File: src/rib_map.svh
// offsets, field positions, reset values and counts of the reset-init register bank
// assumes: included by the design modules and the bench, not by rib_pkg.sv; definitions only
`ifndef RIB_MAP_SVH
`define RIB_MAP_SVH

// ----------------------------------------
// sizes
// ----------------------------------------
`define RIB_NREG 33
`define RIB_PC_W 21
`define RIB_STACK_DEPTH 31

// ----------------------------------------
// apb byte offsets (table registers sit at index * 4 from 12'h000)
// ----------------------------------------
`define RIB_OFS_CORE_CTL 12'h090
`define RIB_OFS_STACK_PTR 12'h094
`define RIB_OFS_TOS_UPPER 12'h098
`define RIB_OFS_TOS_HIGH 12'h09c
`define RIB_OFS_TOS_LOW 12'h0a0
`define RIB_OFS_PORT_A 12'h0a4

// ----------------------------------------
// fields
// ----------------------------------------
`define RIB_CORE_EN_HI 7
`define RIB_CORE_EN_LO 6
`define RIB_PA_FREE_HI 7
`define RIB_PA_FREE_LO 6

// ----------------------------------------
// reset values and vectors
// ----------------------------------------
`define RIB_RST_ZERO 8'h00
`define RIB_RST_ONES 8'hff
`define RIB_RST_CMP 8'h07
`define RIB_RST_TXS 8'h02
`define RIB_RST_PRIO3 8'h07
`define RIB_RST_PRIO2 8'h3f
`define RIB_VEC_HI 21'h000008
`define RIB_VEC_LO 21'h000018

`endif

File: src/rib_pkg.sv
// types of the reset-init register bank
// assumes: rib_map.svh alongside
package rib_pkg;

	// ----------------------------------------
	// register indices, byte address = index * 4
	// ----------------------------------------
	typedef enum logic [5:0] {
		capture1_value_high, capture1_value_low, capture1_control,
		capture2_value_high, capture2_value_low, capture2_control,
		capture3_value_high, capture3_value_low, capture3_control,
		comparator_reference_control, comparator_control,
		timer_three_count_high, timer_three_count_low, timer_three_control,
		parallel_slave_control, serial1_rate_divisor, serial1_receive_buffer,
		serial1_transmit_buffer, serial1_transmit_status, serial1_receive_status,
		irq_priority_three, irq_flags_three, irq_enables_three,
		irq_priority_two, irq_flags_two, irq_enables_two,
		irq_priority_one, irq_flags_one, irq_enables_one,
		external_bus_control, oscillator_trim, port_j_direction, port_h_direction
	} rib_reg_t;

	// per-register init behaviour; a set keep bit retains the old value
	typedef struct packed {
		logic [7:0] impl;
		logic [7:0] por_val;
		logic [7:0] por_keep;
		logic [7:0] warm_val;
		logic [7:0] warm_keep;
	} rib_init_t;

	// reset and wake-up events, one-cycle pulses on the core clock
	typedef struct packed {
		logic por;
		logic warm;
		logic wake_wdt;
		logic wake_irq;
	} rib_rst_evt_t;

endpackage

File: src/rib_wake.sv
// program counter vectoring and hardware stack push on interrupt wake-up
// assumes: all inputs come from logic on i_clk; i_clr is a one-cycle reset-class pulse
`timescale 1ns/1ps
`include "rib_map.svh"
module rib_wake import rib_pkg::*; #(
	parameter int DEPTH = `RIB_STACK_DEPTH,
	parameter int PW = `RIB_PC_W
) (
	input wire logic i_clk, // core clock
	input wire logic i_rst_n, // synchronised reset, low
	input wire logic i_clr, // por or warm reset pulse
	input wire logic i_wake_irq, // interrupt wake-up pulse
	input wire logic i_hi_prio, // wake source is high priority
	input wire logic i_en_hi, // high global enable
	input wire logic i_en_lo, // low global enable
	input wire logic [PW-1:0] i_pc, // current program counter
	output logic o_pc_load, // one-cycle vector load
	output logic [PW-1:0] o_pc_vector, // vector to load
	output logic [4:0] o_ptr, // stack pointer
	output logic [PW-1:0] o_tos // top of stack
);

	logic [PW-1:0] stack_r [0:DEPTH-1];
	logic vec_ok;

	assign vec_ok = i_wake_irq & ~i_clr & ((i_hi_prio & i_en_hi) | (~i_hi_prio & i_en_lo));

	// ----------------------------------------
	// vector load
	// ----------------------------------------
	always_ff @(posedge i_clk or negedge i_rst_n) begin
		if (!i_rst_n) begin
			o_pc_load <= 1'b0;
			o_pc_vector <= '0;
		end else begin
			o_pc_load <= vec_ok;
			if (vec_ok) begin
				o_pc_vector <= i_hi_prio ? PW'(`RIB_VEC_HI) : PW'(`RIB_VEC_LO);
			end
		end
	end

	// ----------------------------------------
	// stack push; a full stack drops the push rather than wrapping
	// ----------------------------------------
	always_ff @(posedge i_clk) begin
		if (vec_ok && o_ptr < 5'(DEPTH)) begin
			stack_r[o_ptr] <= i_pc;
		end
	end

	always_ff @(posedge i_clk or negedge i_rst_n) begin
		if (!i_rst_n) begin
			o_ptr <= 5'h00;
			o_tos <= '0;
		end else if (i_clr) begin
			o_ptr <= 5'h00;
			o_tos <= '0;
		end else if (vec_ok && o_ptr < 5'(DEPTH)) begin
			o_ptr <= o_ptr + 5'h01;
			o_tos <= i_pc;
		end
	end
endmodule

File: src/rib_top.sv
// reset-init register bank: table registers, core interrupt control, stack view and port a
// assumes: apb master on i_ref_clk; reset/wake events and irq flag pulses from core logic on the same clock
//
// The APB slave port and the register offsets are this design's own decisions.
`timescale 1ns/1ps
`include "rib_map.svh"
// Function
// - retained bits keep value; unknown bits free; unimplemented bits always read zero
// - interrupt wake-up leaves a flag set in the peripheral irq flag registers
// - enabled interrupt wake-up loads vector 0008h high or 0018h low
// - enabled interrupt wake-up pushes pc to top of stack, pointer advances; the push is dropped once 31 entries are full
// - comparator control resets to 0000 0111 on every reset, kept on wake
// - timer three high clears only on power-on/brown-out, kept otherwise
// - serial1 transmit buffer unknown at power-on, zero on warm reset, kept on wake
// - irq priority one resets to 1111 1111 on every reset, kept on wake
// - port j direction resets to 1111 1111 on every reset, kept on wake
// - port a bits 6 and 7 read zero unless oscillator mode frees them
module rib_top import rib_pkg::*; #(
	parameter int NREG = `RIB_NREG
) (
	input wire logic i_ref_clk, // core clock, 10 mhz
	input wire logic i_nrst, // async reset, active low
	input wire logic [11:0] i_paddr, // apb address
	input wire logic i_psel, // apb select
	input wire logic i_penable, // apb enable
	input wire logic i_pwrite, // apb direction
	input wire logic [31:0] i_pwdata, // apb write data
	output logic [31:0] o_prdata, // apb read data
	output logic o_pready, // apb ready
	output logic o_pslverr, // apb error, unmapped address
	input rib_rst_evt_t i_rst_evt, // reset class and wake pulses
	input wire logic [23:0] i_irq_evt, // flag set pulses, flags one/two/three
	input wire logic i_wake_hi_prio, // wake source is high priority
	input wire logic [`RIB_PC_W-1:0] i_pc, // current program counter
	input wire logic i_osc_frees_ra67, // oscillator mode frees port a 7:6
	input wire logic [7:0] i_port_a_pins, // port a pin levels, async
	output logic o_pc_load, // vector load pulse
	output logic [`RIB_PC_W-1:0] o_pc_vector, // interrupt vector
	output logic [4:0] o_stack_ptr, // hardware stack pointer
	output logic [7:0] o_port_j_dir, // port j direction, 1 = input
	output logic [7:0] o_cmp_ctl // comparator control
);

	// ----------------------------------------
	// init table
	// ----------------------------------------
	// field order: impl, por_val, por_keep, warm_val, warm_keep
	function automatic rib_init_t rib_init(input int idx);
		rib_init_t e;
		e = '{8'hff, `RIB_RST_ZERO, 8'h00, `RIB_RST_ZERO, 8'h00};
		case (idx)
			capture1_value_high, capture1_value_low, capture2_value_high, capture3_value_high:
				e = '{8'hff, `RIB_RST_ZERO, 8'hff, `RIB_RST_ZERO, 8'hff};
			capture2_value_low, capture3_value_low, timer_three_count_high,
			timer_three_count_low, timer_three_control:
				e = '{8'hff, `RIB_RST_ZERO, 8'h00, `RIB_RST_ZERO, 8'hff};
			capture1_control, capture2_control, capture3_control, irq_flags_two, irq_enables_two:
				e.impl = 8'h3f;
			comparator_control:
				e = '{8'hff, `RIB_RST_CMP, 8'h00, `RIB_RST_CMP, 8'h00};
			parallel_slave_control:
				e.impl = 8'h0f;
			serial1_transmit_buffer:
				e = '{8'hff, `RIB_RST_ZERO, 8'hff, `RIB_RST_ZERO, 8'h00};
			serial1_transmit_status:
				e = '{8'hff, `RIB_RST_TXS, 8'h00, `RIB_RST_TXS, 8'h00};
			serial1_receive_status:
				e = '{8'hff, `RIB_RST_ZERO, 8'h01, `RIB_RST_ZERO, 8'h01};
			irq_priority_three:
				e = '{8'h07, `RIB_RST_PRIO3, 8'h00, `RIB_RST_PRIO3, 8'h00};
			irq_flags_three, irq_enables_three:
				e.impl = 8'h07;
			irq_priority_two:
				e = '{8'h3f, `RIB_RST_PRIO2, 8'h00, `RIB_RST_PRIO2, 8'h00};
			irq_priority_one, port_j_direction, port_h_direction:
				e = '{8'hff, `RIB_RST_ONES, 8'h00, `RIB_RST_ONES, 8'h00};
			external_bus_control:
				e.impl = 8'hbc;
			oscillator_trim:
				e.impl = 8'hdf;
			default:
				e = e;
		endcase
		return e;
	endfunction

	// ----------------------------------------
	// reset release and pin sync
	// ----------------------------------------
	logic [1:0] rst_sync_r;
	logic rst_n;
	logic [7:0] pa_meta_r;
	logic [7:0] pa_sync_r;

	always_ff @(posedge i_ref_clk or negedge i_nrst) begin
		if (!i_nrst) begin
			rst_sync_r <= 2'b00;
		end else begin
			rst_sync_r <= {rst_sync_r[0], 1'b1};
		end
	end
	assign rst_n = rst_sync_r[1];

	always_ff @(posedge i_ref_clk or negedge rst_n) begin
		if (!rst_n) begin
			pa_meta_r <= 8'h00;
			pa_sync_r <= 8'h00;
		end else begin
			pa_meta_r <= i_port_a_pins;
			pa_sync_r <= pa_meta_r;
		end
	end

	// ----------------------------------------
	// reset class decode
	// ----------------------------------------
	logic por;
	logic warm;
	logic clr;

	assign por = i_rst_evt.por;
	assign warm = i_rst_evt.warm & ~i_rst_evt.por;
	assign clr = i_rst_evt.por | i_rst_evt.warm;

	// ----------------------------------------
	// apb decode; one wait state, answer registered
	// ----------------------------------------
	logic [5:0] idx;
	logic tbl_hit;
	logic hit;
	logic wr_acc;
	logic [7:0] rd_val;
	logic [7:0] regs_r [0:NREG-1];
	logic [7:0] core_ctl_r;
	logic [`RIB_PC_W-1:0] tos;
	logic [7:0] port_a_rd;

	assign idx = i_paddr[7:2];
	assign tbl_hit = (i_paddr[11:8] == 4'h0) && (i_paddr[1:0] == 2'b00) && (idx < 6'(NREG));
	assign wr_acc = i_psel & i_penable & o_pready & i_pwrite & hit & ~clr;
	assign port_a_rd = {i_osc_frees_ra67 ? pa_sync_r[7:6] : 2'b00, pa_sync_r[5:0]};

	always_comb begin
		hit = 1'b1;
		rd_val = 8'h00;
		if (tbl_hit) begin
			rd_val = regs_r[idx];
		end else begin
			unique case (i_paddr)
				`RIB_OFS_CORE_CTL: rd_val = core_ctl_r;
				`RIB_OFS_STACK_PTR: rd_val = {3'b000, o_stack_ptr};
				`RIB_OFS_TOS_UPPER: rd_val = {3'b000, tos[20:16]};
				`RIB_OFS_TOS_HIGH: rd_val = tos[15:8];
				`RIB_OFS_TOS_LOW: rd_val = tos[7:0];
				`RIB_OFS_PORT_A: rd_val = port_a_rd;
				default: hit = 1'b0;
			endcase
		end
	end

	always_ff @(posedge i_ref_clk or negedge rst_n) begin
		if (!rst_n) begin
			o_pready <= 1'b0;
			o_pslverr <= 1'b0;
			o_prdata <= 32'h0000_0000;
		end else begin
			o_pready <= i_psel & i_penable & ~o_pready;
			o_pslverr <= i_psel & i_penable & ~o_pready & ~hit;
			if (i_psel && i_penable && !o_pready) begin
				o_prdata <= (i_pwrite || !hit) ? 32'h0000_0000 : {24'h000000, rd_val};
			end
		end
	end

	// ----------------------------------------
	// table registers; reset class beats a write in the same cycle
	// ----------------------------------------
	generate
		for (genvar g = 0; g < NREG; g++) begin : g_reg
			localparam rib_init_t E = rib_init(g);
			logic [7:0] set_g;
			logic wr_g;

			assign set_g = (g == irq_flags_one) ? i_irq_evt[7:0] :
				(g == irq_flags_two) ? i_irq_evt[15:8] :
				(g == irq_flags_three) ? i_irq_evt[23:16] : 8'h00;
			assign wr_g = wr_acc && tbl_hit && (idx == 6'(g)) && (g != serial1_receive_buffer);

			always_ff @(posedge i_ref_clk or negedge rst_n) begin
				if (!rst_n) begin
					regs_r[g] <= E.por_val & E.impl;
				end else if (por) begin
					regs_r[g] <= ((regs_r[g] & E.por_keep) | (E.por_val & ~E.por_keep)) & E.impl;
				end else if (warm) begin
					regs_r[g] <= ((regs_r[g] & E.warm_keep) | (E.warm_val & ~E.warm_keep)) & E.impl;
				end else if (wr_g) begin
					// a flag event in the clearing cycle survives the write
					regs_r[g] <= (i_pwdata[7:0] | set_g) & E.impl;
				end else begin
					regs_r[g] <= (regs_r[g] | set_g) & E.impl;
				end
			end

		end
	endgenerate

	// ----------------------------------------
	// core interrupt control, wake vectoring, outputs
	// ----------------------------------------
	always_ff @(posedge i_ref_clk or negedge rst_n) begin
		if (!rst_n) begin
			core_ctl_r <= 8'h00;
		end else if (clr) begin
			core_ctl_r <= 8'h00;
		end else if (wr_acc && i_paddr == `RIB_OFS_CORE_CTL) begin
			core_ctl_r <= {i_pwdata[`RIB_CORE_EN_HI], i_pwdata[`RIB_CORE_EN_LO], 6'b000000};
		end
	end

	rib_wake #(
		.DEPTH(`RIB_STACK_DEPTH),
		.PW(`RIB_PC_W)
	) u_wake (
		.i_clk(i_ref_clk),
		.i_rst_n(rst_n),
		.i_clr(clr),
		.i_wake_irq(i_rst_evt.wake_irq),
		.i_hi_prio(i_wake_hi_prio),
		.i_en_hi(core_ctl_r[`RIB_CORE_EN_HI]),
		.i_en_lo(core_ctl_r[`RIB_CORE_EN_LO]),
		.i_pc(i_pc),
		.o_pc_load(o_pc_load),
		.o_pc_vector(o_pc_vector),
		.o_ptr(o_stack_ptr),
		.o_tos(tos)
	);

	// copies follow the registers one cycle later
	always_ff @(posedge i_ref_clk or negedge rst_n) begin
		if (!rst_n) begin
			o_port_j_dir <= `RIB_RST_ONES;
			o_cmp_ctl <= `RIB_RST_CMP;
		end else begin
			o_port_j_dir <= regs_r[port_j_direction];
			o_cmp_ctl <= regs_r[comparator_control];
		end
	end
endmodule

File: config.mk
export PLATFORM = sky130hd
export DESIGN_NAME = rib_top
export DESIGN_NICKNAME = d
export VERILOG_FILES = /design/src/rib_pkg.sv /design/src/rib_wake.sv /design/src/rib_top.sv
export VERILOG_INCLUDE_DIRS = /design/src
export SDC_FILE = /design/constraint.sdc
export NUM_CORES = 1
export LEC_CHECK = 0
export BUFFER_PORTS_ARGS = -buffer_cell sky130_fd_sc_hd__buf_4
export CAP_MARGIN = 20
export CORE_ASPECT_RATIO = 1.1
export CORE_UTILIZATION = 45
export DETAILED_ROUTE_END_ITERATION = 7
export GPL_TIMING_DRIVEN = 0
export PLACE_DENSITY_LB_ADDON = 0.2
export SYNTH_ARGS = -nofsm -noshare
export SYNTH_HDL_FRONTEND = slang
export SYNTH_SLANG_ARGS = --single-unit
File: constraint.sdc
create_clock -name i_ref_clk -period 10.7 [get_ports i_ref_clk]
set_input_delay 3.21 -clock i_ref_clk [delete_from_list [all_inputs] [get_ports i_ref_clk]]
set_output_delay 3.21 -clock i_ref_clk [all_outputs]
set_load 0.05 [all_outputs]
Word level (Yosys, flattened, before mapping) --
Index checks and enable logic that the tools add are counted.
Operators by class: add/sub/neg operators 1, $lt $le $gt $ge 3, multiplexer cells 101, reduce and logical (&&, ||, !) cells 85, bitwise logic cells 27, equal/unequal tests 38
Operators by type and width (count):
- 2-to-1 mux 8 bit | 81
- == test 6 x 5 -> 1 bit, second input constant | 15
- == test 12 x 8 -> 1 bit, second input constant | 6
- nonzero test 3 bit | 19
- binary-select mux 8 bit (select 6 bit) | 1
- == test 6 x 4 -> 1 bit, second input constant | 8
- one-hot mux 8 bit (6 select lines) | 1
- 2-to-1 mux 21 bit | 2
- logical AND 1 bit | 39
- 2-to-1 mux 6 bit | 6
- == test 6 x 3 -> 1 bit, second input constant | 4
- nonzero test 2 bit | 9
- bitwise OR 8 bit | 2
- 2-to-1 mux 5 bit | 3
- AND reduction 3 bit | 5
- AND 1 bit | 12
- == test 6 x 2 -> 1 bit, second input constant | 2
- bitwise OR 6 bit | 2
- AND reduction 2 bit | 6
- 2-to-1 mux 3 bit | 3
- greater-or-equal comparator 7 bit, second input constant | 1
- NOT 6 -> 7 bit | 1
- == test 6 x 1 -> 1 bit, second input constant | 1
- == test 6 bit, second input constant | 1
- other kinds (16) | 25
Word-level totals: input bits 108, flip-flop bits (word level) 388, word-level logic and storage cells 312

Logic depth before layout (Yosys ltp) --
word-level depth 11, depth in mapped cells 8, depth with buffers taken out 5

Cells and area by module --
From an unflattened synthesis, not the netlist that was laid out.
Unflattened totals: cells, all modules 1267, area total of the unflattened synthesis 14712.9 sq um
By module, submodules not included:
- rib_top | area an instance 13095.1 sq um, seq. area each 6741.5 sq um, cells an instance 1139, times used 1
- rib_wake | area an instance 1617.8 sq um, seq. area each 725.7 sq um, cells an instance 128, times used 1

Worst setup path after synthesis --
OpenSTA, ideal clock, no wires.
path type input port to flip-flop, start point input i_rst_evt[3] (netlist name), end point register regs_r[215] (netlist name), cell stages on the path 6, setup slack 5.708 ns, data arrival time 4.867 ns, path through buf_2 -> and4bb_2 -> and4_1 -> nand2_1 -> nor3_2 -> mux2_2
Between the ends: longest elaborated chain between the ends 6
Ends and longest elaborated chain:
- from (decl) | RTL line rib_top.sv:31 | input rib_rst_evt_t i_rst_evt,
- bitwise OR 1 bit | RTL line rib_top.sv:123 | assign clr = i_rst_evt.por | i_rst_evt.warm;
- NOT 1 bit | RTL line rib_top.sv:140 | assign wr_acc = i_psel & i_penable & o_pready & i_pwrite & hit & ~clr;
- AND 1 bit | RTL line rib_top.sv:140
- logical AND 1 bit (2 in series) | RTL line rib_top.sv:187 | assign wr_g = wr_acc && tbl_hit && (idx == 6'(g)) && (g != serial1_receive_buffer);
- AND reduction 3 bit (no source line) *
- to (signal, indexed assignment) | RTL line rib_top.sv:191 | regs_r[g] <= E.por_val & E.impl;
- to (signal, indexed assignment) | RTL line rib_top.sv:193 | regs_r[g] <= ((regs_r[g] & E.por_keep) | (E.por_val & ~E.por_keep)) & E.impl;
- to (signal, indexed assignment) | RTL line rib_top.sv:195 | regs_r[g] <= ((regs_r[g] & E.warm_keep) | (E.warm_val & ~E.warm_keep)) & E.impl;
- to (decl) | RTL line rib_top.sv:133 | logic [7:0] regs_r [0:NREG-1];
Every way passes the cells marked *; elsewhere a longest branch is shown, timed or not. A chain may end at the register's enable or synchronous reset.

Final worst setup path --
start point input i_paddr[4], end point register regs_r[181] (netlist name)
Between the ends: longest elaborated chain between the ends 9
Ends and longest elaborated chain:
- from (decl) | RTL line rib_top.sv:23 | input wire logic [11:0] i_paddr,
- == test 12 x 8 -> 1 bit | RTL line rib_top.sv:149 | unique case (i_paddr)
- OR reduction 6 bit (no source line)
- 2-to-1 mux 1 bit | RTL line rib_top.sv:149
- 2-to-1 mux 1 bit | RTL line rib_top.sv:146 | if (tbl_hit) begin
- AND 1 bit (2 in series) | RTL line rib_top.sv:140
- logical AND 1 bit | RTL line rib_top.sv:187
- logical AND 1 bit * | RTL line rib_top.sv:187
- nonzero test 3 bit (no source line) *
Marked as above.

==> metrics.log <==
[metrics] final period utilization: a little over half
[metrics] final number of max-transition violations: 0
[metrics] setup TNS: 0 ps
[metrics] library cell used as clock root buffer: sky130_fd_sc_hd__clkbuf_16
[metrics] Placer Congestion: 0.965
[metrics] total number of clock tree sinks: a little under 300
[metrics] startpoint class of the critical path: primary input
[metrics] worst-path maximum fanout: 10
[metrics] unrepaired setup endpoints after global routing: no
[metrics] Num CTS Buffers: 34
[metrics] Hold Path Class: reg -> async
[metrics] element type at the critical path end: register
[metrics] top-level port count: roughly 190
[metrics] cell type with the highest occurrence count on the critical path: sky130_fd_sc_hd__nor2_1
[metrics] post-route non-filler standard cell count: 1961
[metrics] total half-perimeter wirelength after legalization and detailed placement: about 37000 um
[metrics] max-cap check violation count: 0
[metrics] number of gates resized after CTS: 0
[metrics] PortBufs: 106
[metrics] total number of yosys warnings: 0
[metrics] # diodes: 0
[metrics] Crit path largest cell delay: between 800 and 900 ps
[metrics] number of DRC markers after the initial detailed-route iteration: between 1000 and 1500
[metrics] number of vias per cell after detailed routing: 5.90
[metrics] deepest clock path buffer count: 3
[metrics] ratio of total power to cell area: ~150 nW/um2
[metrics] crit-path cells: buf_4 -> clkbuf_1 -> nand2b_1 -> nor2_1 -> nand3_1 -> mux2i_1 -> nor2_1
[metrics] Critical Setup Path Class: in -> reg
[metrics] Leakage: 0.00791 uW
[metrics] final number of setup-violating endpoints: 0
[metrics] post-synthesis cell area: between 10000 and 15000 um2
[metrics] starting utilization of the core area: between 40% and 50%
[metrics] TritonCTS clock tree: built
[metrics] DRC violations left: 0
[metrics] clock latency on the worst-skew pair: approximately 540 ps
[metrics] data arrival time of the worst path: between 6000 and 7000 ps
[metrics] CTS HTree Levels: 2
[metrics] core outline area: roughly 32000 um2
[metrics] status: finished clean
[metrics] hold bufs inserted after CTS: 0
[metrics] layout-stage area growth over the synthesis result: 19.5%
[metrics] DRT antenna net count: 0
[metrics] first-pass GRT wire length: 76700 um
[metrics] most frequent cells in the layout: sky130_fd_sc_hd__dfrtp_1 (247), sky130_fd_sc_hd__nand2_1 (212), sky130_fd_sc_hd__buf_4 (152)
[metrics] WL per Instance: between 20 and 30 um
[metrics] Post-synth top flop: sky130_fd_sc_hd__dfrtp_1
[metrics] fraction of final layout cells with drive strength greater than 1: 29.9%
[metrics] Post-CTS Setup Inserts: 0
[metrics] aggregate global routing overflow: 0
[metrics] number of instances in the synthesized netlist: between 1000 and 1500
[metrics] total global routing track utilization: 31.6%
[metrics] number of vias in the routed layout: about 12000
[metrics] worst clock skew: 31.8 ps
[metrics] maximum number of pins on one net before global-route repair: 72
[metrics] number of synthesized flops with an enable pin: 0
[metrics] transition time of the tightest slew-check pin: around 1100 ps
[metrics] highest clock frequency the design can meet: roughly 0.18 GHz
[metrics] proportion of synthesized chip area in sequential cells: just over 50%
[metrics] clock-pin slew on the worst setup and hold paths: about 60 ps
[metrics] average cell area after synthesis: approximately 11 um2
[metrics] number of global-route vias before repair: around 12000
[metrics] Slew headroom: 24.1%
[metrics] Post-layout nets: 1624
[metrics] endpoint required time on the critical path: ~11000 ps
[metrics] number of placed cells counting well taps: 1898
[metrics] post-synthesis cell type count: 75
[metrics] horizontal die dimension: between 150 and 200 um
[metrics] final hold violations: 0
[metrics] antenna violations before repair: 0
[metrics] overall die area: roughly 33000 um2
[metrics] most common cell after layout, fill and taps aside: sky130_fd_sc_hd__dfrtp_1
[metrics] number of detailed-routing iterations run before antenna repair: 5
[metrics] fraction of synthesis flops using an asynchronous set or reset pin: 100%
[metrics] Worst VDD drop: 112 uV
[metrics] Die Span Y: around 190 um
[metrics] cell with the largest stage delay on the worst path: sky130_fd_sc_hd__nor2_1
[metrics] count of state elements after synthesis: between 200 and 300
[metrics] number of cell rows: just under 70
[metrics] total length of routed wires: between 50000 and 60000 um
[metrics] Min Clock Period, post-route: between 5000 and 6000 ps
cells in the mapped netlist, types with 9 or more instances:
master                       n  area, um2
sky130_fd_sc_hd__dfstp_2    48       1260
sky130_fd_sc_hd__a21oi_1    82        410
sky130_fd_sc_hd__nor3_1     11       55.1
sky130_fd_sc_hd__mux4_2     23        518
sky130_fd_sc_hd__and2_1     14       87.6
sky130_fd_sc_hd__inv_1      24       90.1
sky130_fd_sc_hd__o211ai_1    9       67.6
sky130_fd_sc_hd__a221oi_1   15        131
sky130_fd_sc_hd__nand2_1   212        796
sky130_fd_sc_hd__nor2_1     56        210
sky130_fd_sc_hd__o21ai_0    33        165
sky130_fd_sc_hd__a22oi_1    13       97.6
sky130_fd_sc_hd__buf_4      46        345
sky130_fd_sc_hd__nor4_4     11        234
sky130_fd_sc_hd__nand3_1    45        225
sky130_fd_sc_hd__dfrtp_1   248       6210
sky130_fd_sc_hd__mux2_2    115       1290
sky130_fd_sc_hd__mux2i_1   100       1000
sky130_fd_sc_hd__nor2b_1    10       62.6
sky130_fd_sc_hd__buf_2      23        115
sky130_fd_sc_hd__clkbuf_1   63        236
state kept, by name, indices dropped and copies added, names as in the netlist, 2 cells and up:
signal	cells
regs_r	221
rst_sync_r	2
u_wake.o_ptr	5
u_wake.o_pc_vector	2
pa_meta_r	8
o_port_j_dir	8
o_cmp_ctl	8
pa_sync_r	8
u_wake.o_tos	21
core_ctl_r	2
o_prdata	8
per-layer routing:
layer | vias to the layer above | wire length [um] | global-route usage [%]
met5 | - | 0 | 0
met4 | 0 | 2480 | 14.9
met3 | 133 | 4300 | 6.36
met2 | 645 | 23900 | 51.1
met1 | 5811 | 21100 | 40.9
li1 | 4982 | - | -
stage by stage:
| stage | hold WS [ps] | cell area, um2 | total power, uW | util, % | setup slack (ps) |
|---|---|---|---|---|---|
| 2_1_floorplan | 331 | 14800 | 1330 | - | 1920 |
| 3_3_place_gp | 333 | 16100 | 1430 | 50.8 | -1620 |
| 3_5_place_dp | 252 | 16200 | 1440 | 51.2 | 4630 |
| 4_1_cts | 256 | 17500 | 2710 | 55.1 | 5140 |
| 5_1_grt | 273 | 17500 | 2770 | 55.2 | 4990 |
| 6_report | 238 | 17500 | 2700 | 55.2 | 5020 |
worst paths after layout:
check | slack (ps) | from | cells past startpoint | endpoint
worst max-delay path | 5020 | i_paddr[4] | 7 | regs_r[181]
worst min-delay path | 240 | rst_sync_r[1] | 0 | regs_r[42]
worst max register to register | 8020 | o_pready | 5 | regs_r[235]
worst min register to register | 240 | rst_sync_r[1] | 0 | regs_r[42]
max in group asynchronous | 8150 | i_nrst | 1 | rst_sync_r[1]
min in group i_ref_clk | 350 | pa_meta_r[2] | 0 | pa_sync_r[2]
where the power goes:
part	switching (uW)	leakage (uW)	internal, uW
logic	187	0.00342	83.6
clock network	489	0.000605	787
registers	11.7	0.00389	1140
critical path, delay by kind of cell:
kind          cells  cell delay [ps]
buf+inv           2              370
mux               1              390
simple gates      4             2060
area by class of cell:
| cell class | count | area [um2] |
|---|---|---|
| Inverter | 25 | 93.8 |
| Buffer | 139 | 731 |
| Fill cell | 2782 | 14200 |
| Tap cell | 420 | 526 |
| Timing Repair Buffer | 111 | 917 |
| Clock inverter | 15 | 234 |
| Clock buffer | 47 | 1010 |
| Sequential cell | 296 | 7470 |
| Multi-Input combinational cell | 908 | 6480 |
cell families after synthesis:
group           synth area share [%]
xor+xnor                       0.180
fa+ha+maj                     0.0856
compound gates                  9.32
other cells                   0.0514
flops                           51.1
simple gates                    14.4
mux                             19.3
buf+inv                         5.64
Note: power is estimated with default switching activity, not from simulation.
